File: src/design/rf_tx_pkg.sv
package rf_tx_pkg;
  // register byte offsets
  localparam logic [7:0] OFS_PIN_CONTROL = 8'h00;
  localparam logic [7:0] OFS_RATE_FRAMING = 8'h04;
  localparam logic [7:0] OFS_DRIVER_SELECT = 8'h08;
  localparam logic [7:0] OFS_P_STEADY = 8'h0C;
  localparam logic [7:0] OFS_P_MOD = 8'h10;
  localparam logic [7:0] OFS_N_COND = 8'h14;
  localparam logic [7:0] OFS_TX_DATA = 8'h18;
  localparam logic [7:0] OFS_STATUS = 8'h1C;
  localparam logic [7:0] OFS_RX_DATA = 8'h20;
  localparam logic [7:0] OFS_CRC = 8'h24;
  // tx_pin_control fields
  localparam int PC_A_ON = 0;
  localparam int PC_B_ON = 1;
  localparam int PC_FORCE = 2;
  localparam int PC_A_INV_ON = 3;
  localparam int PC_A_INV_OFF = 4;
  localparam int PC_B_STEADY = 5;
  localparam int PC_B_INV_ON = 6;
  localparam int PC_B_INV_OFF = 7;
  // tx_rate_framing fields
  localparam int RF_RATE_LO = 0;
  localparam int RF_BYTE_MODE = 2;
  localparam int RF_PARITY = 3;
  localparam int RF_CRC_CLEAR = 4;
  localparam int RF_RX_EN = 5;
  // status fields
  localparam int ST_BUSY = 0;
  localparam int ST_RX_VALID = 1;
  localparam int ST_PAR_ERR = 2;
  localparam int ST_CRC_OK = 3;
  // n_side_conductance fields
  localparam int N_STEADY_LO = 0;
  localparam int N_MOD_LO = 4;
  // envelope sources in tx_driver_select
  localparam logic [1:0] ENV_FRAMER = 2'h0;
  localparam logic [1:0] ENV_MODEM = 2'h1;
  localparam logic [1:0] ENV_HIGH = 2'h2;
  // reset values and crc constants
  localparam logic [7:0] PIN_CONTROL_RST = 8'h00;
  localparam logic [5:0] RATE_FRAMING_RST = 6'h04;
  localparam logic [1:0] DRIVER_SELECT_RST = 2'h0;
  localparam logic [5:0] P_STEADY_RST = 6'h3F;
  localparam logic [5:0] P_MOD_RST = 6'h20;
  localparam logic [7:0] N_COND_RST = 8'h88;
  localparam logic [15:0] CRC_PRESET = 16'h6363;
  localparam logic [15:0] CRC_POLY = 16'h8408;
  localparam logic [15:0] CRC_GOOD_RESIDUE = 16'h0000;
  // timing: fastest link is 848 kBd on a 200 MHz clock
  localparam int CLK_HZ = 200_000_000;
  localparam int MAX_BAUD = 848_000;
  localparam int BIT_CYC_FAST = CLK_HZ / MAX_BAUD;

  // cycles per bit for rate code 0..3 (106, 212, 424, 848 kBd)
  function automatic logic [15:0] bit_period(input logic [1:0] rate);
    bit_period = 16'(BIT_CYC_FAST) << (2'h3 - rate);
  endfunction

  // one bit of the reflected crc, lsb first
  function automatic logic [15:0] crc_step(input logic [15:0] crc,
                                           input logic b);
    crc_step = (crc[0] ^ b) ? ((crc >> 1) ^ CRC_POLY) : (crc >> 1);
  endfunction
endpackage

File: src/design/frame_if.sv
`timescale 1ns/1ps
interface frame_if;
  logic start;
  logic [7:0] data;
  logic byte_mode;
  logic parity_en;
  logic crc_clear;
  logic [1:0] rate;
  logic busy;
  logic bit_out;
  logic [15:0] crc;
  modport framer (input start, data, byte_mode, parity_en, crc_clear, rate,
                  output busy, bit_out, crc);
  modport ctrl (output start, data, byte_mode, parity_en, crc_clear, rate,
                input busy, bit_out, crc);
endinterface

File: src/design/rf_tx_driver_control.sv
// Behaviour
// RULE1 - both antenna pins carry the carrier shaped by the transmit envelope
// RULE2 - carrier is crystal clock halved; an inverted copy is also selectable
// RULE3 - envelope high: p array takes the steady p conductance register
// RULE4 - envelope low: p array takes the modulation p conductance register
// RULE5 - envelope high: n array takes the steady 4-bit n field
// RULE6 - envelope low: n array takes the modulation 4-bit n field
// RULE7 - with one driver on, both drivers use the same conductance settings
// RULE8 - driver off: both arrays take the all-off setting whatever else
// RULE9 - drive b steady wave: steady conductance, carrier or inverse only
// RULE10 - pin waveforms follow the pin control register
// RULE11 - rate, framing and driver source follow the mode and select regs
// RULE12 - the uart frames and checks data up to 848 kBd
// RULE13 - the uart makes bit-oriented and byte-oriented frames
// RULE14 - the uart detects errors with parity and crc
// RULE15 - an outside modem may use the modem input and output pins
// RULE16 - forced full-depth ask pulls a pin low while envelope is low
//
// Implementation choices: the APB register port and the register offsets.
`timescale 1ns/1ps
module rf_tx_driver_control #(
  parameter int P_W = 6,
  parameter int N_W = 4
) (
  input wire logic pclk,
  input wire logic presetn,
  input wire logic psel,
  input wire logic penable,
  input wire logic pwrite,
  input wire logic [7:0] paddr,
  input wire logic [31:0] pwdata,
  output logic [31:0] prdata,
  output logic pready,
  output logic pslverr,
  input wire logic xtal_clk,
  input wire logic ext_modem_in,
  output logic ext_modem_out,
  output logic antenna_drive_a,
  output logic antenna_drive_b,
  output logic [P_W-1:0] p_array_setting_a,
  output logic [N_W-1:0] n_array_setting_a,
  output logic [P_W-1:0] p_array_setting_b,
  output logic [N_W-1:0] n_array_setting_b
);
  typedef enum logic {R_IDLE = 1'b0, R_RUN = 1'b1} rstate_t;

  frame_if fr ();

  logic [7:0] pin_ctl_r, pin_ctl_nxt, n_cond_r, n_cond_nxt;
  logic [5:0] rate_fr_r, rate_fr_nxt;
  logic [1:0] drv_sel_r, drv_sel_nxt;
  logic [P_W-1:0] p_steady_r, p_steady_nxt, p_mod_r, p_mod_nxt;
  logic [7:0] tx_byte_r, tx_byte_nxt;
  logic tx_go_r, tx_go_nxt, crc_clr_r, crc_clr_nxt;
  logic pready_nxt, pslverr_nxt;
  logic [31:0] prdata_nxt;
  logic acc, wr, rd;
  logic xs1_r, xs2_r, xs3_r, mi1_r, mi2_r, carrier_r;
  logic env_r, env_nxt;
  rstate_t rst_r, rst_nxt;
  logic [15:0] rcnt_r, rcnt_nxt, rcrc_r, rcrc_nxt;
  logic [3:0] ridx_r, ridx_nxt;
  logic [7:0] rsh_r, rsh_nxt, rdata_r, rdata_nxt;
  logic rpar_r, rpar_nxt, rvalid_r, rvalid_nxt, perr_r, perr_nxt;
  logic byte_done, par_bad;
  logic pin_a_nxt, pin_b_nxt;
  logic [P_W-1:0] pa_nxt, pb_nxt;
  logic [N_W-1:0] na_nxt, nb_nxt;

  // pin level for one driver from its control bits
  function automatic logic pin_level(input logic en, input logic force_ask,
                                     input logic inv_on, input logic inv_off,
                                     input logic steady, input logic env,
                                     input logic carrier);
    if (!en) begin
      pin_level = 1'b0;
    end else if (steady || env) begin
      pin_level = inv_on ? ~carrier : carrier;
    end else if (force_ask) begin
      pin_level = 1'b0;
    end else begin
      pin_level = inv_off ? ~carrier : carrier;
    end
  endfunction

  bit_framer u_framer (
    .pclk(pclk),
    .presetn(presetn),
    .f(fr.framer)
  );

  // framer start and byte come from the tx data write, the rest from the rate/framing register
  assign fr.start = tx_go_r;
  assign fr.data = tx_byte_r;
  assign fr.byte_mode = rate_fr_r[rf_tx_pkg::RF_BYTE_MODE]; // RULE11
  assign fr.parity_en = rate_fr_r[rf_tx_pkg::RF_PARITY];
  assign fr.crc_clear = crc_clr_r;
  assign fr.rate = rate_fr_r[rf_tx_pkg::RF_RATE_LO +: 2]; // RULE12

  // apb decode: one wait state, effects at the completing edge
  assign acc = psel && penable && pready;
  assign wr = acc && pwrite;
  assign rd = acc && !pwrite;

  always_comb begin
    pin_ctl_nxt = pin_ctl_r;
    rate_fr_nxt = rate_fr_r;
    drv_sel_nxt = drv_sel_r;
    p_steady_nxt = p_steady_r;
    p_mod_nxt = p_mod_r;
    n_cond_nxt = n_cond_r;
    tx_byte_nxt = tx_byte_r;
    tx_go_nxt = 1'b0;
    crc_clr_nxt = 1'b0;
    pready_nxt = psel && penable && !pready;
    pslverr_nxt = 1'b0;
    prdata_nxt = prdata;
    if (wr) begin
      case (paddr)
        rf_tx_pkg::OFS_PIN_CONTROL: pin_ctl_nxt = pwdata[7:0]; // RULE10
        rf_tx_pkg::OFS_RATE_FRAMING: begin
          rate_fr_nxt = pwdata[5:0] & 6'h2F;
          crc_clr_nxt = pwdata[rf_tx_pkg::RF_CRC_CLEAR];
        end
        rf_tx_pkg::OFS_DRIVER_SELECT: drv_sel_nxt = pwdata[1:0];
        rf_tx_pkg::OFS_P_STEADY: p_steady_nxt = pwdata[P_W-1:0];
        rf_tx_pkg::OFS_P_MOD: p_mod_nxt = pwdata[P_W-1:0];
        rf_tx_pkg::OFS_N_COND: n_cond_nxt = pwdata[7:0];
        rf_tx_pkg::OFS_TX_DATA: begin
          tx_byte_nxt = pwdata[7:0];
          tx_go_nxt = !fr.busy; // ignored while a byte is in flight
        end
        default: ;
      endcase
    end
    if (pready_nxt) begin
      prdata_nxt = 32'h0000_0000;
      case (paddr)
        rf_tx_pkg::OFS_PIN_CONTROL: prdata_nxt[7:0] = pin_ctl_r;
        rf_tx_pkg::OFS_RATE_FRAMING: prdata_nxt[5:0] = rate_fr_r;
        rf_tx_pkg::OFS_DRIVER_SELECT: prdata_nxt[1:0] = drv_sel_r;
        rf_tx_pkg::OFS_P_STEADY: prdata_nxt[P_W-1:0] = p_steady_r;
        rf_tx_pkg::OFS_P_MOD: prdata_nxt[P_W-1:0] = p_mod_r;
        rf_tx_pkg::OFS_N_COND: prdata_nxt[7:0] = n_cond_r;
        rf_tx_pkg::OFS_TX_DATA: prdata_nxt[7:0] = tx_byte_r;
        rf_tx_pkg::OFS_STATUS: begin
          prdata_nxt[rf_tx_pkg::ST_BUSY] = fr.busy;
          prdata_nxt[rf_tx_pkg::ST_RX_VALID] = rvalid_r;
          prdata_nxt[rf_tx_pkg::ST_PAR_ERR] = perr_r;
          prdata_nxt[rf_tx_pkg::ST_CRC_OK] =
            (rcrc_r == rf_tx_pkg::CRC_GOOD_RESIDUE); // RULE14
        end
        rf_tx_pkg::OFS_RX_DATA: prdata_nxt[7:0] = rdata_r;
        rf_tx_pkg::OFS_CRC: prdata_nxt = {rcrc_r, fr.crc};
        default: pslverr_nxt = 1'b1;
      endcase
    end
  end

  // receive: byte frames from the outside modem, parity and crc checked
  assign byte_done = (rst_r == R_RUN) && (rcnt_r == 16'h0000) &&
    ((ridx_r == 4'h8 && !rate_fr_r[rf_tx_pkg::RF_PARITY]) ||
     ridx_r == 4'h9);
  assign par_bad = byte_done && (ridx_r == 4'h9) && !(rpar_r ^ mi2_r);

  always_comb begin
    rst_nxt = rst_r;
    rcnt_nxt = rcnt_r;
    ridx_nxt = ridx_r;
    rsh_nxt = rsh_r;
    rpar_nxt = rpar_r;
    rdata_nxt = rdata_r;
    rcrc_nxt = crc_clr_r ? rf_tx_pkg::CRC_PRESET : rcrc_r;
    case (rst_r)
      R_IDLE: begin
        if (rate_fr_r[rf_tx_pkg::RF_RX_EN] && !mi2_r) begin // RULE15
          rst_nxt = R_RUN;
          rcnt_nxt = rf_tx_pkg::bit_period(fr.rate) >> 1;
          ridx_nxt = 4'h0;
          rpar_nxt = 1'b0;
        end
      end
      default: begin
        if (rcnt_r != 16'h0000) begin
          rcnt_nxt = rcnt_r - 16'h0001;
        end else begin
          rcnt_nxt = rf_tx_pkg::bit_period(fr.rate) - 16'h0001;
          ridx_nxt = ridx_r + 4'h1;
          if (ridx_r == 4'h0 && mi2_r) begin
            rst_nxt = R_IDLE; // glitch, not a start bit
          end else if (ridx_r != 4'h0 && ridx_r <= 4'h8) begin
            rsh_nxt = {mi2_r, rsh_r[7:1]};
            rpar_nxt = rpar_r ^ mi2_r;
            rcrc_nxt = rf_tx_pkg::crc_step(rcrc_nxt, mi2_r); // RULE14
          end
          if (byte_done) begin
            rst_nxt = R_IDLE;
            rdata_nxt = (ridx_r == 4'h8) ? {mi2_r, rsh_r[7:1]} : rsh_r;
          end
        end
      end
    endcase
    // sticky flags: a new event wins over the clear in the same cycle
    rvalid_nxt = byte_done ||
      (rvalid_r && !(rd && paddr == rf_tx_pkg::OFS_RX_DATA));
    perr_nxt = par_bad || (perr_r && !(wr && paddr == rf_tx_pkg::OFS_STATUS
      && pwdata[rf_tx_pkg::ST_PAR_ERR])); // RULE14
  end

  // envelope source: own framer, outside modem or fixed levels
  always_comb begin
    case (drv_sel_r) // RULE11
      rf_tx_pkg::ENV_FRAMER: env_nxt = fr.bit_out; // RULE13
      rf_tx_pkg::ENV_MODEM: env_nxt = mi2_r; // RULE15
      rf_tx_pkg::ENV_HIGH: env_nxt = 1'b1;
      default: env_nxt = 1'b0;
    endcase
  end

  // driver pins and conductance arrays; one register set feeds both drivers
  always_comb begin
    pin_a_nxt = pin_level(pin_ctl_r[rf_tx_pkg::PC_A_ON],
      pin_ctl_r[rf_tx_pkg::PC_FORCE], pin_ctl_r[rf_tx_pkg::PC_A_INV_ON],
      pin_ctl_r[rf_tx_pkg::PC_A_INV_OFF], 1'b0, env_r, carrier_r); // RULE1
    pin_b_nxt = pin_level(pin_ctl_r[rf_tx_pkg::PC_B_ON],
      pin_ctl_r[rf_tx_pkg::PC_FORCE], pin_ctl_r[rf_tx_pkg::PC_B_INV_ON],
      pin_ctl_r[rf_tx_pkg::PC_B_INV_OFF], pin_ctl_r[rf_tx_pkg::PC_B_STEADY],
      env_r, carrier_r); // RULE16
    pa_nxt = env_r ? p_steady_r : p_mod_r; // RULE3 RULE4
    na_nxt = env_r ? n_cond_r[rf_tx_pkg::N_STEADY_LO +: N_W] // RULE5
                   : n_cond_r[rf_tx_pkg::N_MOD_LO +: N_W]; // RULE6
    pb_nxt = (env_r || pin_ctl_r[rf_tx_pkg::PC_B_STEADY]) ? p_steady_r
             : p_mod_r; // RULE9 RULE7
    nb_nxt = (env_r || pin_ctl_r[rf_tx_pkg::PC_B_STEADY])
             ? n_cond_r[rf_tx_pkg::N_STEADY_LO +: N_W]
             : n_cond_r[rf_tx_pkg::N_MOD_LO +: N_W];
    if (!pin_ctl_r[rf_tx_pkg::PC_A_ON]) begin // RULE8
      pa_nxt = '0;
      na_nxt = '0;
    end
    if (!pin_ctl_r[rf_tx_pkg::PC_B_ON]) begin // RULE8
      pb_nxt = '0;
      nb_nxt = '0;
    end
  end

  // all registers
  always_ff @(posedge pclk or negedge presetn) begin
    if (!presetn) begin
      pin_ctl_r <= rf_tx_pkg::PIN_CONTROL_RST;
      rate_fr_r <= rf_tx_pkg::RATE_FRAMING_RST;
      drv_sel_r <= rf_tx_pkg::DRIVER_SELECT_RST;
      p_steady_r <= P_W'(rf_tx_pkg::P_STEADY_RST);
      p_mod_r <= P_W'(rf_tx_pkg::P_MOD_RST);
      n_cond_r <= rf_tx_pkg::N_COND_RST;
      tx_byte_r <= 8'h00;
      tx_go_r <= 1'b0;
      crc_clr_r <= 1'b0;
      pready <= 1'b0;
      pslverr <= 1'b0;
      prdata <= 32'h0000_0000;
      xs1_r <= 1'b0;
      xs2_r <= 1'b0;
      xs3_r <= 1'b0;
      mi1_r <= 1'b1;
      mi2_r <= 1'b1;
      carrier_r <= 1'b0;
      env_r <= 1'b1;
      rst_r <= R_IDLE;
      rcnt_r <= 16'h0000;
      rcrc_r <= rf_tx_pkg::CRC_PRESET;
      ridx_r <= 4'h0;
      rsh_r <= 8'h00;
      rpar_r <= 1'b0;
      rdata_r <= 8'h00;
      rvalid_r <= 1'b0;
      perr_r <= 1'b0;
      ext_modem_out <= 1'b1;
      antenna_drive_a <= 1'b0;
      antenna_drive_b <= 1'b0;
      p_array_setting_a <= '0;
      n_array_setting_a <= '0;
      p_array_setting_b <= '0;
      n_array_setting_b <= '0;
    end else begin
      pin_ctl_r <= pin_ctl_nxt;
      rate_fr_r <= rate_fr_nxt;
      drv_sel_r <= drv_sel_nxt;
      p_steady_r <= p_steady_nxt;
      p_mod_r <= p_mod_nxt;
      n_cond_r <= n_cond_nxt;
      tx_byte_r <= tx_byte_nxt;
      tx_go_r <= tx_go_nxt;
      crc_clr_r <= crc_clr_nxt;
      pready <= pready_nxt;
      pslverr <= pslverr_nxt;
      prdata <= prdata_nxt;
      xs1_r <= xtal_clk;
      xs2_r <= xs1_r;
      xs3_r <= xs2_r;
      mi1_r <= ext_modem_in;
      mi2_r <= mi1_r;
      carrier_r <= carrier_r ^ (xs2_r && !xs3_r); // RULE2
      env_r <= env_nxt;
      rst_r <= rst_nxt;
      rcnt_r <= rcnt_nxt;
      rcrc_r <= rcrc_nxt;
      ridx_r <= ridx_nxt;
      rsh_r <= rsh_nxt;
      rpar_r <= rpar_nxt;
      rdata_r <= rdata_nxt;
      rvalid_r <= rvalid_nxt;
      perr_r <= perr_nxt;
      ext_modem_out <= fr.bit_out; // RULE15
      antenna_drive_a <= pin_a_nxt;
      antenna_drive_b <= pin_b_nxt;
      p_array_setting_a <= pa_nxt;
      n_array_setting_a <= na_nxt;
      p_array_setting_b <= pb_nxt;
      n_array_setting_b <= nb_nxt;
    end
  end
endmodule

File: src/design/bit_framer.sv
`timescale 1ns/1ps
module bit_framer (
  input wire logic pclk,
  input wire logic presetn,
  frame_if.framer f
);
  typedef enum logic [2:0] {
    F_IDLE = 3'b000, F_START = 3'b001, F_DATA = 3'b011,
    F_PAR = 3'b010, F_STOP = 3'b110
  } fstate_t;

  fstate_t st_r, st_nxt;
  logic [15:0] cnt_r, cnt_nxt, crc_r, crc_nxt;
  logic [2:0] idx_r, idx_nxt;
  logic [7:0] sh_r, sh_nxt;
  logic bit_r, bit_nxt, par_r, par_nxt, bm_r, bm_nxt, pe_r, pe_nxt;

  // serialiser: byte framing adds start and stop bits, and odd parity when parity is enabled
  always_comb begin
    st_nxt = st_r;
    cnt_nxt = cnt_r;
    crc_nxt = crc_r;
    idx_nxt = idx_r;
    sh_nxt = sh_r;
    bit_nxt = bit_r;
    par_nxt = par_r;
    bm_nxt = bm_r;
    pe_nxt = pe_r;
    case (st_r)
      F_IDLE: begin
        bit_nxt = 1'b1;
        if (f.start) begin // RULE13
          sh_nxt = f.data;
          bm_nxt = f.byte_mode;
          pe_nxt = f.parity_en;
          cnt_nxt = rf_tx_pkg::bit_period(f.rate) - 16'h0001;
          idx_nxt = 3'h0;
          par_nxt = 1'b0;
          if (f.byte_mode) begin
            st_nxt = F_START;
            bit_nxt = 1'b0;
          end else begin
            st_nxt = F_DATA;
            bit_nxt = f.data[0];
            par_nxt = f.data[0];
            crc_nxt = rf_tx_pkg::crc_step(crc_r, f.data[0]);
          end
        end
      end
      default: begin
        if (cnt_r != 16'h0000) begin
          cnt_nxt = cnt_r - 16'h0001;
        end else begin
          cnt_nxt = rf_tx_pkg::bit_period(f.rate) - 16'h0001;
          case (st_r)
            F_START: begin
              st_nxt = F_DATA;
              bit_nxt = sh_r[0];
              par_nxt = sh_r[0];
              crc_nxt = rf_tx_pkg::crc_step(crc_r, sh_r[0]); // RULE14
            end
            F_DATA: begin
              if (idx_r == 3'h7) begin
                if (bm_r && pe_r) begin
                  st_nxt = F_PAR;
                  bit_nxt = ~par_r; // RULE14
                end else if (bm_r) begin
                  st_nxt = F_STOP;
                  bit_nxt = 1'b1;
                end else begin
                  st_nxt = F_IDLE;
                  bit_nxt = 1'b1;
                end
              end else begin
                idx_nxt = idx_r + 3'h1;
                sh_nxt = sh_r >> 1;
                bit_nxt = sh_r[1];
                par_nxt = par_r ^ sh_r[1];
                crc_nxt = rf_tx_pkg::crc_step(crc_r, sh_r[1]);
              end
            end
            F_PAR: begin
              st_nxt = F_STOP;
              bit_nxt = 1'b1;
            end
            default: begin
              st_nxt = F_IDLE;
              bit_nxt = 1'b1;
            end
          endcase
        end
      end
    endcase
    if (f.crc_clear) begin
      crc_nxt = rf_tx_pkg::CRC_PRESET;
    end
  end

  // state registers
  always_ff @(posedge pclk or negedge presetn) begin
    if (!presetn) begin
      st_r <= F_IDLE;
      cnt_r <= 16'h0000;
      crc_r <= rf_tx_pkg::CRC_PRESET;
      idx_r <= 3'h0;
      sh_r <= 8'h00;
      bit_r <= 1'b1;
      par_r <= 1'b0;
      bm_r <= 1'b0;
      pe_r <= 1'b0;
    end else begin
      st_r <= st_nxt;
      cnt_r <= cnt_nxt;
      crc_r <= crc_nxt;
      idx_r <= idx_nxt;
      sh_r <= sh_nxt;
      bit_r <= bit_nxt;
      par_r <= par_nxt;
      bm_r <= bm_nxt;
      pe_r <= pe_nxt;
    end
  end

  assign f.busy = (st_r != F_IDLE);
  assign f.bit_out = bit_r;
  assign f.crc = crc_r;
endmodule

File: config.mk
export PLATFORM = sky130hd
export DESIGN_NAME = rf_tx_driver_control
export DESIGN_NICKNAME = d
export VERILOG_FILES = /design/src/design/rf_tx_pkg.sv /design/src/design/frame_if.sv /design/src/design/rf_tx_driver_control.sv /design/src/design/bit_framer.sv
export SDC_FILE = /design/constraint.sdc
export NUM_CORES = 1
export LEC_CHECK = 0
export BUFFER_PORTS_ARGS = -buffer_cell sky130_fd_sc_hd__buf_2
export CELL_PAD_IN_SITES_DETAIL_PLACEMENT = 1
export CELL_PAD_IN_SITES_GLOBAL_PLACEMENT = 1
export CORE_MARGIN = 2
export CORE_UTILIZATION = 44
export CTS_BUF_LIST = sky130_fd_sc_hd__clkbuf_4
export DETAILED_ROUTE_END_ITERATION = 10
export PLACE_DENSITY_LB_ADDON = 0.08
export SYNTH_ARGS = -nofsm -noshare
export SYNTH_HDL_FRONTEND = slang
export SYNTH_SLANG_ARGS = --single-unit
File: constraint.sdc
create_clock -name pclk -period 2.5 [get_ports pclk]
set_input_delay 0.25 -clock pclk [delete_from_list [all_inputs] [get_ports pclk]]
set_output_delay 0.25 -clock pclk [all_outputs]
set_load 0.01 [all_outputs]
=== Yosys cells after proc, flatten, opt, wreduce, memory -nomap -nowiden ===
Cells that the tools add are included.
W data, S select, Z words.

* Register bits after elaboration: 215
* Bits in latches: 0
* Bits in writable memories: 0
* ROM bits: 0
* Bits of input ports: 47
* Output and inout port bits: 57
* Logic and storage cells: 254
* Memories kept: 0

* Add/subtract/negate cells: 6
* $mul: 0
* Div/mod/pow operators: 0
* Order comparisons: 1
* Eq/ne operators: 29
* Shift operators: 1
* Multiplexer cells: 96
* Bitwise gates (word level): 13
* Reductions and logical operators: 64

{| class="wikitable"
|+ Operator list
! operator !! number
|-
| $mux W16 || 21
|-
| $mux W8 || 6
|-
| $sub A16 B1 Y16 const B || 3
|-
| $mux W1 || 36
|-
| $mux W3 || 11
|-
| $eq A8 B5 Y1 const B || 4
|-
| $logic_not A16 Y1 || 2
|-
| $pmux W16 S2 || 1
|-
| $reduce_bool A16 Y1 || 2
|-
| $mux W4 || 7
|-
| $mux W24 || 1
|-
| $mux W6 || 4
|-
| $logic_and A1 B1 Y1 || 20
|-
| $pmux W2 S10 || 1
|-
| $pmux W2 S9 || 1
|-
| $reduce_and A2 Y1 || 9
|-
| $eq A8 B4 Y1 const B || 2
|-
| $eq A8 B6 Y1 const B || 2
|-
| $pmux W2 S8 || 1
|-
| $reduce_and A4 Y1 || 4
|-
| $shl A8 B2 Y16 const A || 1
|-
| $ne A3 B3 Y1 const B || 4
|-
| $ne A2 B2 Y1 const B || 5
|-
| $pmux W2 S5 || 1
|-
| other kinds (33) || 61
|}

=== Depth between registers and ports, before layout ===
Gate-level depths: netlist of the first run.

* Depth in word-level cells: 8
* Gate-level depth with buffers: 10
* Depth with buffers taken out: 7

=== Cells and area by module ===
From an unflattened synthesis of the first run, not the netlist that was laid out.

* Cell total of the unflattened synthesis: 1,036
* Area, all modules: 10,769.1 µm²

{| class="wikitable"
|+ By module, submodules not included
! module !! times used !! cells an instance !! area an instance (µm²) !! sequential area each (µm²)
|-
| rf_tx_driver_control || 1 || 749 || 7,928.9 || 4,156.5
|-
| bit_framer || 1 || 287 || 2,840.2 || 1,262.5
|}

=== Worst setup path before layout of the first run ===
Ideal clock, no wire load.

* Kind: register to register
* Start point: reg rcnt_r[0]
* End point: reg rcnt_r[9]
* Setup time: 0.135 ns
* Data arrival time: 2.217 ns
* Required time: 2.365 ns
* Path slack: 0.148 ns
* Cell stages (with the launch flop): 10
* Path buffers: 2
* Period minus slack after synthesis: 2.352 ns
* Path through: dfrtp_1 inv_1 ha_1 or4b_1 or4_4 buf_6 and2_4 buf_6 o311ai_4 o211ai_2

* Cells in the longest elaborated chain, start to end: 3

{| class="wikitable"
|+ RTL lines
! element !! RTL line !! source
|-
| from (decl) || rf_tx_driver_control.sv:61 || <nowiki>logic [15:0] rcnt_r, rcnt_nxt, rcrc_r, rcrc_nxt;</nowiki>
|-
| from (signal assigned) || rf_tx_driver_control.sv:306 || <nowiki>rcnt_r <= rcnt_nxt;</nowiki>
|-
| $sub A16 B1 Y16 or $reduce_bool A16 Y1 (tied branches) || rf_tx_driver_control.sv:185, rf_tx_driver_control.sv:184 ||
|-
| $mux W16 * || rf_tx_driver_control.sv:184 || <nowiki>if (rcnt_r != 16'h0000) begin</nowiki>
|-
| $mux W16 * || rf_tx_driver_control.sv:174 || <nowiki>case (rst_r)</nowiki>
|}

Every way passes the cells marked *; elsewhere a longest branch is shown, timed or not.
A chain may end at the register's enable or synchronous reset.

=== Final worst setup path of the first run ===
* Start point: reg rcnt_r[0]
* End point: reg rcnt_r[3]

The elaborated chain is that of the path after synthesis.

==> impl_metrics.toml, run 1 <==
[synth]
syn_area_um2 = 10700
ys_seq_elements = 215
synth_area_per_cell_um2 = 10.1
synth_cell_type_count = 78
ys_warn_count = 0
synthCells = 1057
synthArstFlopShare_pct = 100
syn-num-nets = 1119
synth-edff-count = 0
ys.flop_type = "dfrtp_1"
yosysSeqAreaShare_pct = 50.6

[final_layout]
final_layout_size_suffix_gt1_share_pct = 27.0
synthToLayoutAreaGrowth_pct = 18.7
fin_nets = 1264
final_util_pct = 52.7

[setup_path]
crit_path_end_kind = "register"
critPathKind = "reg -> reg"
r2r-end = "rcnt_r[3]"
worst-path-max-fanout = 10
worstReg2RegStart = "rcnt_r[0]"
critPathSlowestCell = "or4_4"
r2r_slack_ns = 0.15
required_ns = 3.07
startpoint_type = "register"
rr_worst_depth = 7
crit_chain = "inv_1, ha_1, or4b_4, or4_4, nand2_2, o21ai_0, a221o_1"
max_stage_delay_ns = 0.59
cp.arrival_ns = 2.93

[placement]
dp_hpwl_um = 22200
gp_congestion = 0.831
port_buffers = 79
pre_cts_slack_ns = 0.0880

[clocking]
cts_buffers = 59
post_cts.repair.setup_buffers = 0
clkSinkCount = 215
cts-root-buf = "clkbuf_4"
htree_levels = 2
clk_pin_slew_worst_paths_ns = 0.07
cts_tree = "built"
insertion_delay_ns = 0.71
clk_path_buf_depth = 3

[run]
drv_cap = 0

[sta]
setup_viol = 0
max_freq_ghz = 0.425
rsz0062_at_grt = "no"
worst_slack_ns = 0.146
setup_tns_ns = 0
period_share_pct = 94.1
relSlewSlack_pct = 52.9
hold_violations = 0
skew_ns = 0.0511
slew_viol_final = 0
min_period_ns = 2.35
tightest_slew_ns = 0.704

[pwr]
leakage_uw = 0.00594
power-per-cell-area_nw_per_um2 = 756
ir_drop_mv = 0.316
total_power_uw = 9610

[floorplanning]
core_area_um2 = 24100
ios = 104
initial_core_util_pct = 44.4
die_w_um = 160
die_h_um = 160
rows = 57
die-area_um2 = 25600

[global_route]
antenna_found_initial = 5
grt_first_pass_wirelength_um = 51400
grt_use_total_pct = 25.0
grt_overflow = 0
grt_max_degree = 75
grt_pass1_vias = 9213

[drt]
wl_per_cell_um = 19.9
drcViolationCount = 0
antenna_left = 0
dr.first_iter.drc_count = 495
viasPerCell = 5.58
drtPass1Iterations = 6
vias = 8815
wirelength_um = 31500

[run_status]
status = "finished, final reports clean"

[hold_path]
hp-class = "in -> async"
==> worst max-delay path by stage <==
stage                      endpoint  startpoint  cells after the start  slack [ns]
after floorplan           rcnt_r[9]   rcnt_r[0]                      9        0.15
after global placement    rcnt_r[3]   rcnt_r[0]                      7        0.12
after detailed placement  rcnt_r[6]   rcnt_r[0]                      7        0.09
after CTS                 rcnt_r[3]   rcnt_r[0]                      7        0.06
after global routing      rcnt_r[3]   rcnt_r[0]                      7        0.03
final                     rcnt_r[3]   rcnt_r[0]                      7        0.15
==> sequential cells by signal, indices dropped and copies added (netlist names), 5 cells and up <==
register and count:
fr.data 8, n_cond_r 8, p_array_setting_a 6, p_array_setting_b 6
p_mod_r 6, p_steady_r 6, pin_ctl_r 8, prdata 32
rate_fr_r 5, rcnt_r 16, rcrc_r 16, rdata_r 8
rsh_r 8, u_framer.cnt_r 16, u_framer.f.crc 16, u_framer.sh_r 8
==> report_power, final <==
part	leakage [µW]	switching (µW)	internal [µW]
Clock	0.000477	1570	1850
Combinational	0.00266	1270	813
Sequential	0.00280	326	3780
Total	0.00594	3170	6440
==> routing by layer <==
metal  wire length (µm)  global-route usage [%]  vias up
met5                 11                       0        -
met4                482                    6.35        2
met3               1440                    4.81       41
met2              14500                    39.8      181
met1              15000                    35.5     4441
li1                   -                       -     4150
==> cells in the final DEF (no fill, tap or decap), types with 8 or more instances in the layout <==
cell type / Yosys / routed
a21boi_0: 10 / 10
a21oi_1: 51 / 51
a22o_1: 30 / 30
a22oi_1: 11 / 11
a31oi_1: 15 / 15
and3_1: 8 / 8
buf_2: 10 / 78
buf_4: 1 / 55
clkbuf_4: 0 / 82
clkinv_1: 1 / 22
dfrtp_1: 184 / 184
dfstp_2: 31 / 31
dlygate4sd3_1: 0 / 13
ha_1: 15 / 15
inv_1: 15 / 15
mux2_2: 46 / 46
mux2i_1: 35 / 35
nand2_1: 159 / 159
nand2b_1: 12 / 12
nand3_1: 22 / 22
nand3b_1: 20 / 20
nand4_1: 12 / 12
nor2_1: 52 / 52
nor2b_1: 17 / 17
nor3_1: 23 / 21
nor4_1: 8 / 8
o21ai_0: 66 / 66
o22ai_1: 8 / 8
xnor2_1: 14 / 14
xor2_1: 12 / 12
==> logic make-up (layout without fill, tap and decap cells) <==
| kind of cell | count (synthesis) | in the layout | share of synthesized area [%] |
|---|---|---|---|
| compound gates | 257 | 257 | 16.2 |
| xor+xnor | 26 | 26 | 2.13 |
| fa+ha+maj | 15 | 15 | 1.75 |
| buf+inv | 82 | 278 | 3.23 |
| flops | 215 | 215 | 50.6 |
| mux | 81 | 81 | 8.10 |
| other cells | 0 | 4 | 0 |
| simple gates | 381 | 381 | 18.0 |
==> repair_timing <==
| action | 4_1_cts | 5_1_grt |
|---|---|---|
| endpoints found under the setup margin | 0 | 12 |
| endpoints found under the hold margin | 234 | 0 |
| hold buffers | 13 | 0 |
| resized for setup | 0 | 2 |
==> cell usage after synthesis (7+ instances only) <==
library cell / n / area, µm²
a21boi_0: 10 / 75.1
a21oi_1: 51 / 255
a22o_1: 30 / 263
a22oi_1: 11 / 82.6
a31oi_1: 15 / 93.8
and3_1: 8 / 50.1
buf_2: 10 / 50.1
clkbuf_1: 49 / 184
dfrtp_1: 184 / 4600
dfstp_2: 31 / 815
ha_1: 15 / 188
inv_1: 15 / 56.3
mux2_2: 46 / 518
mux2i_1: 35 / 350
nand2_1: 159 / 597
nand2b_1: 12 / 75.1
nand3_1: 22 / 110
nand3b_1: 20 / 150
nand4_1: 12 / 75.1
nor2_1: 52 / 195
nor2b_1: 17 / 106
nor3_1: 23 / 115
nor4_1: 8 / 50.1
o21ai_0: 66 / 330
o22ai_1: 8 / 50.1
o2bb2ai_1: 7 / 61.3
xnor2_1: 14 / 123
xor2_1: 12 / 105
==> final cells by class <==
type	count	area, µm²
clock buffer	82	616
antenna	4	10.0
clock inverter	30	203
timing repair buffer	150	1010
tap	324	405
inverter	16	60.1
multi-input combinational	760	4990
fill	2753	11400
sequential	215	5420
==> worst max-delay path: cells and delay by family, from the launching register on <==
kind                       cells  cell delay (ns)
AOI/OAI and AO/OA              2             0.39
adders and majority gates      1             0.14
buffers and inverters          1             0.09
DFF                            1             0.39
and+or+nand+nor                3             1.22
==> stage by stage <==
stage	cells	hold WS, ns	cell area [µm²]
detailed placement	1452	0.173	11700
CTS	1577	0.00322	12700
global placement	1452	0.175	11700
floorplan	1057	-0.0456	10700
global route	1579	0.0169	12700
finish	1581	0.0340	12700
(Power assumes the default switching activity.)
==> run 2, diff against run 1 <==
Clock period 2.5 ns to 2.15 ns, I/O delays scaled along.
==> impl_metrics.toml, run 2 (synthesis results as in run 1) <==
[global_route]
grt_max_degree = 61
grt_pass1_vias = 9459
grt_use_met3_pct = 3.92
use_met1_pct = 35.4
busiest_layer = "met2"
grt_overflow = 0
met2_usage_pct = 42.4
grt_first_pass_wirelength_um = 52500
antenna_found_initial = 1
grt_use_total_pct = 25.7

[setup_path]
required_ns = 2.71
startpoint_type = "register"
cp_top_family = "simple AND/OR/NAND/NOR gates"
cp_num_buf_inv = 1
critPathSlowestCell = "or4b_4"
crit_start = "rcnt_r[0]"
critPathKind = "reg -> reg"
max_stage_delay_ns = 0.51
worstReg2RegStart = "rcnt_r[0]"
worst-path-max-fanout = 7
crit_chain = "inv_2, ha_4, or4b_4, or4_4, nand2_4, o21ai_2, a221o_1"
cp.arrival_ns = 2.80
crit_path_end_kind = "register"

[final_layout]
top_register = "prdata"
multi_input_area_um2 = 5280
largest_reg_flops = 32
layout_commonest_cell = "dfrtp_1"
ff_latch_area_um2 = 5420
finalInstanceArea_um2 = 13500
final_layout_size_suffix_gt1_share_pct = 35.5
layout_common_cells = "dfrtp_1 (183), nand2_1 (138), clkbuf_4 (97), buf_4 (97), buf_2 (78)"
fillCellCount = 2739
fin_nets = 1325
final_cells = 1636
synthToLayoutAreaGrowth_pct = 26.3

[pwr]
clockPowerShare_pct = 34.1
power-per-cell-area_nw_per_um2 = 826
switchingPower_uw = 3670
total_power_uw = 11200
p_seq_share_pct = 42.3
netSwitchingFraction_pct = 32.9
power.internal_uw = 7500
p_comb_share_pct = 23.7
ir_drop_mv = 0.406
leakage_uw = 0.00634

[clocking]
clk_pin_slew_worst_paths_ns = 0.07
clk_path_buf_depth = 3
cts-root-buf = "clkbuf_4"
htree_levels = 2
cts_tree = "built"
cts_buffers = 60
insertion_delay_ns = 0.72
clkSinkCount = 215

[sta]
hold_ws_ns = 0.0272
rsz0062_at_grt = "yes"
skew_ns = 0.0589
min_period_ns = 2.24
worst_slack_ns = -0.0907
relSlewSlack_pct = 54.4
max_freq_ghz = 0.446
setup_viol = 17
slew_viol_final = 0
period_share_pct = 104
tightest_slew_ns = 0.678
hold_violations = 0

[placement]
port_buffers = 79
place_area_um2 = 12100
gp_congestion = 0.845
dp_hpwl_um = 22900
placedCellCount = 1496

[drt]
dr.first_iter.drc_count = 465
viasPerCell = 5.58
wl_per_cell_um = 20.1
drcViolationCount = 0
antenna_left = 0
wirelength_um = 32900
vias = 9126
drtPass1Iterations = 5

[floorplanning]
die_h_um = 160
initial_core_util_pct = 44.4
die-area_um2 = 25600
rows = 57
core_area_um2 = 24100
ios = 104
die_w_um = 160

[hold_path]
hp-class = "in -> async"

[run_status]
status = "finished with violations"
violations = "setup timing"

[run]
drv_cap = 0
run 2: power by group through the flow:
| stage | registers (µW) | clock network, µW | logic, µW |
|---|---|---|---|
| floorplan | 4670 | 0 | 1570 |
| global placement | 4780 | 0 | 2480 |
| detailed placement | 4780 | 0 | 2560 |
| CTS | 4720 | 3940 | 2590 |
| global route | 4770 | 4150 | 2930 |
| finish | 4720 | 3810 | 2640 |
run 2: final cells by class:
type / count / area share, %
flip-flops and latches: 215 / 40.1
multi-input cells: 760 / 39.0
repair buffers: 210 / 11.6
clock buffers: 97 / 5.38
well taps: 324 / 3.00
inverters: 16 / 0.444
clock inverters: 13 / 0.407
diodes: 1 / 0.0185
run 2: final timing paths:
check                                          to  slack [ns]  cells past startpoint
worst max-delay path                    rcnt_r[3]       -0.09                      7
worst min-delay path            u_framer.idx_r[2]        0.03                      2
worst max register to register          rcnt_r[3]       -0.09                      7
worst min register to register              mi2_r        0.36                      0
max in group asynchronous              rcrc_r[13]        1.32                      3
min in group pclk                       prdata[6]        0.07                      4
run 2: stage by stage:
step / util (%) / TNS, ns / setup slack, ns
after floorplan: - / -1.30 / -0.119
after global routing: 56.1 / -3.25 / -0.161
after detailed placement: 50.2 / -1.40 / -0.186
after global placement: 50.2 / -0.194 / -0.0574
after CTS: 54.5 / -0.495 / -0.0862
final: 56.1 / -0.641 / -0.0907
run 2: timing repair:
action	4_1_cts	5_1_grt
pin swaps	1	26
cloned	0	1
resized for setup	19	82
endpoints found under the hold margin	240	0
hold buffers	16	0
setup endpoints to repair	37	61
buffers inserted	3	10
run 2: metal layers:
metal / vias up / share of wire (%)
li1: 4268 / -
met2: 192 / 48
met4: 0 / 1.6
met1: 4625 / 46
met3: 41 / 4.0
met5: - / 0
==> run 3, diff against run 2 <==
Settings changed: CAP_MARGIN set to 15, CORE_UTILIZATION 44 to 48.
Clock period 2.15 ns to 2.5 ns, I/O delays scaled along.
==> impl_metrics.toml, run 3 (synthesis results as in run 1) <==
[run_status]
status = "finished, final reports clean"

[drt]
drtPass1Iterations = 6
drcViolationCount = 0
viasPerCell = 5.90
wirelength_um = 31500
antenna_left = 0
vias = 9028
dr.first_iter.drc_count = 494
wl_per_cell_um = 20.6

[setup_path]
crit_path_end_kind = "register"
r2r_slack_ns = 0.13
cp_num_buf_inv = 1
critPathSlowestCell = "or4_4"
startpoint_type = "register"
cp_top_family = "simple AND/OR/NAND/NOR gates"
max_stage_delay_ns = 0.58
worst-path-max-fanout = 10
cp.arrival_ns = 2.91
crit_chain = "inv_1, ha_1, or4b_4, or4_4, nand2_2, o21ai_0, a221o_1"
required_ns = 3.04
critPathKind = "reg -> reg"

[placement]
port_buffers = 79
gp_congestion = 0.864
dp_hpwl_um = 22400

[pwr]
leakage_uw = 0.00592
total_power_uw = 9420
power-per-cell-area_nw_per_um2 = 749
ir_drop_mv = 0.429

[sta]
relSlewSlack_pct = 50.5
tightest_slew_ns = 0.743
period_share_pct = 94.7
skew_ns = 0.0288
min_period_ns = 2.37
setup_viol = 0
slew_viol_final = 0
rsz0062_at_grt = "no"
hold_violations = 0
setup_tns_ns = 0
max_freq_ghz = 0.423

[final_layout]
ff_latch_area_um2 = 5420
layout_common_cells = "dfrtp_1 (184), nand2_1 (158), clkbuf_4 (99), buf_2 (78), o21ai_0 (66)"
largest_reg_flops = 32
top_register = "prdata"
final_layout_size_suffix_gt1_share_pct = 28.1
multi_input_area_um2 = 4980
layout_commonest_cell = "dfrtp_1"
fin_nets = 1264
synthToLayoutAreaGrowth_pct = 17.4
fillCellCount = 2480

[floorplanning]
initial_core_util_pct = 48.9
die-area_um2 = 23500
ios = 104
rows = 54
core_area_um2 = 21900
die_h_um = 153
die_w_um = 153

[clocking]
cts-root-buf = "clkbuf_4"
post_cts.repair.setup_buffers = 0
htree_levels = 2
cts_tree = "built"
cts_buffers = 59
clkSinkCount = 215
clk_pin_slew_worst_paths_ns = 0.07
clk_path_buf_depth = 3
insertion_delay_ns = 0.67

[hold_path]
hp-class = "in -> reg"

[global_route]
grt_overflow = 0
grt_pass1_vias = 9461
grt_max_degree = 98
antenna_found_initial = 3
grt_first_pass_wirelength_um = 51600
grt_use_total_pct = 27.2

[run]
drv_cap = 0
-- run 3: cell count changes in the layout (fill, tap and decap cells not counted), moves of 8 or more --
cell | previous run | this run
buf_4 | 97 | 58
buf_6 | 8 | 0
nand2_1 | 138 | 158
nand2_2 | 19 | 2
o21ai_0 | 44 | 66
o21ai_1 | 16 | 4
o21ai_2 | 10 | 0
-- run 3: path summary, 6_finish.rpt --
path	from	end	cells past startpoint
hold / removal	paddr[0]	rvalid_r	5
setup reg to reg	rcnt_r[1]	rcnt_r[6]	7
min in group asynchronous	presetn	u_framer.idx_r[1]	2
hold reg to reg	mi1_r	mi2_r	0
setup / recovery	rcnt_r[1]	rcnt_r[6]	7
max in group asynchronous	presetn	u_framer.f.crc[0]	3
-- run 3: what timing repair did --
| item | CTS | global route |
|---|---|---|
| hold endpoints to repair | 120 | 0 |
| resized for setup | 0 | 4 |
| hold buffers | 12 | 0 |
| setup endpoints to repair | 0 | 22 |
-- run 3: where the power goes --
group          switching (µW)  internal [µW]  leakage [µW]
Sequential                319           3780       0.00280
Clock                    1490           1770      0.000476
Combinational            1270            775       0.00264
-- run 3: area by class of cell --
cell class / count / share of cell area (%)
multi-input combinational: 760 / 39.6
inverter: 16 / 0.478
sequential: 215 / 43.1
tap: 280 / 2.79
antenna: 1 / 0.0199
clock buffer: 99 / 5.91
timing repair buffer: 150 / 7.80
clock inverter: 10 / 0.348
-- run 3: worst register-to-register path, cell delays in order, from the launching register on --
cell and delay (ns):
dfrtp_1 0.38, inv_1 0.10, ha_1 0.15, or4b_4 0.50
or4_4 0.59, nand2_2 0.13, o21ai_0 0.10, a221o_1 0.31
-- run 3: stage by stage --
step,setup slack [ns],cell area [µm²],instances,utilization (%),hold slack [ns]
after floorplan,0.148,10700,1057,-,-0.0456
after global placement,0.110,11700,1409,53.2,0.332
after detailed placement,0.0568,11700,1409,53.2,0.339
after CTS,0.0302,12600,1530,57.4,0.00482
after global routing,0.0220,12600,1531,57.4,0.0611
final,0.133,12600,1531,57.4,0.0621
-- run 3: routing by layer --
metal	global-route usage [%]	part of all wire, %	up-vias	routed length [µm]
met5	0	0.092	-	29
met4	7.16	2.0	4	625
met3	4.34	5.2	55	1630
met2	44.9	48	245	15000
met1	37.7	45	4585	14200
li1	-	-	4139	-
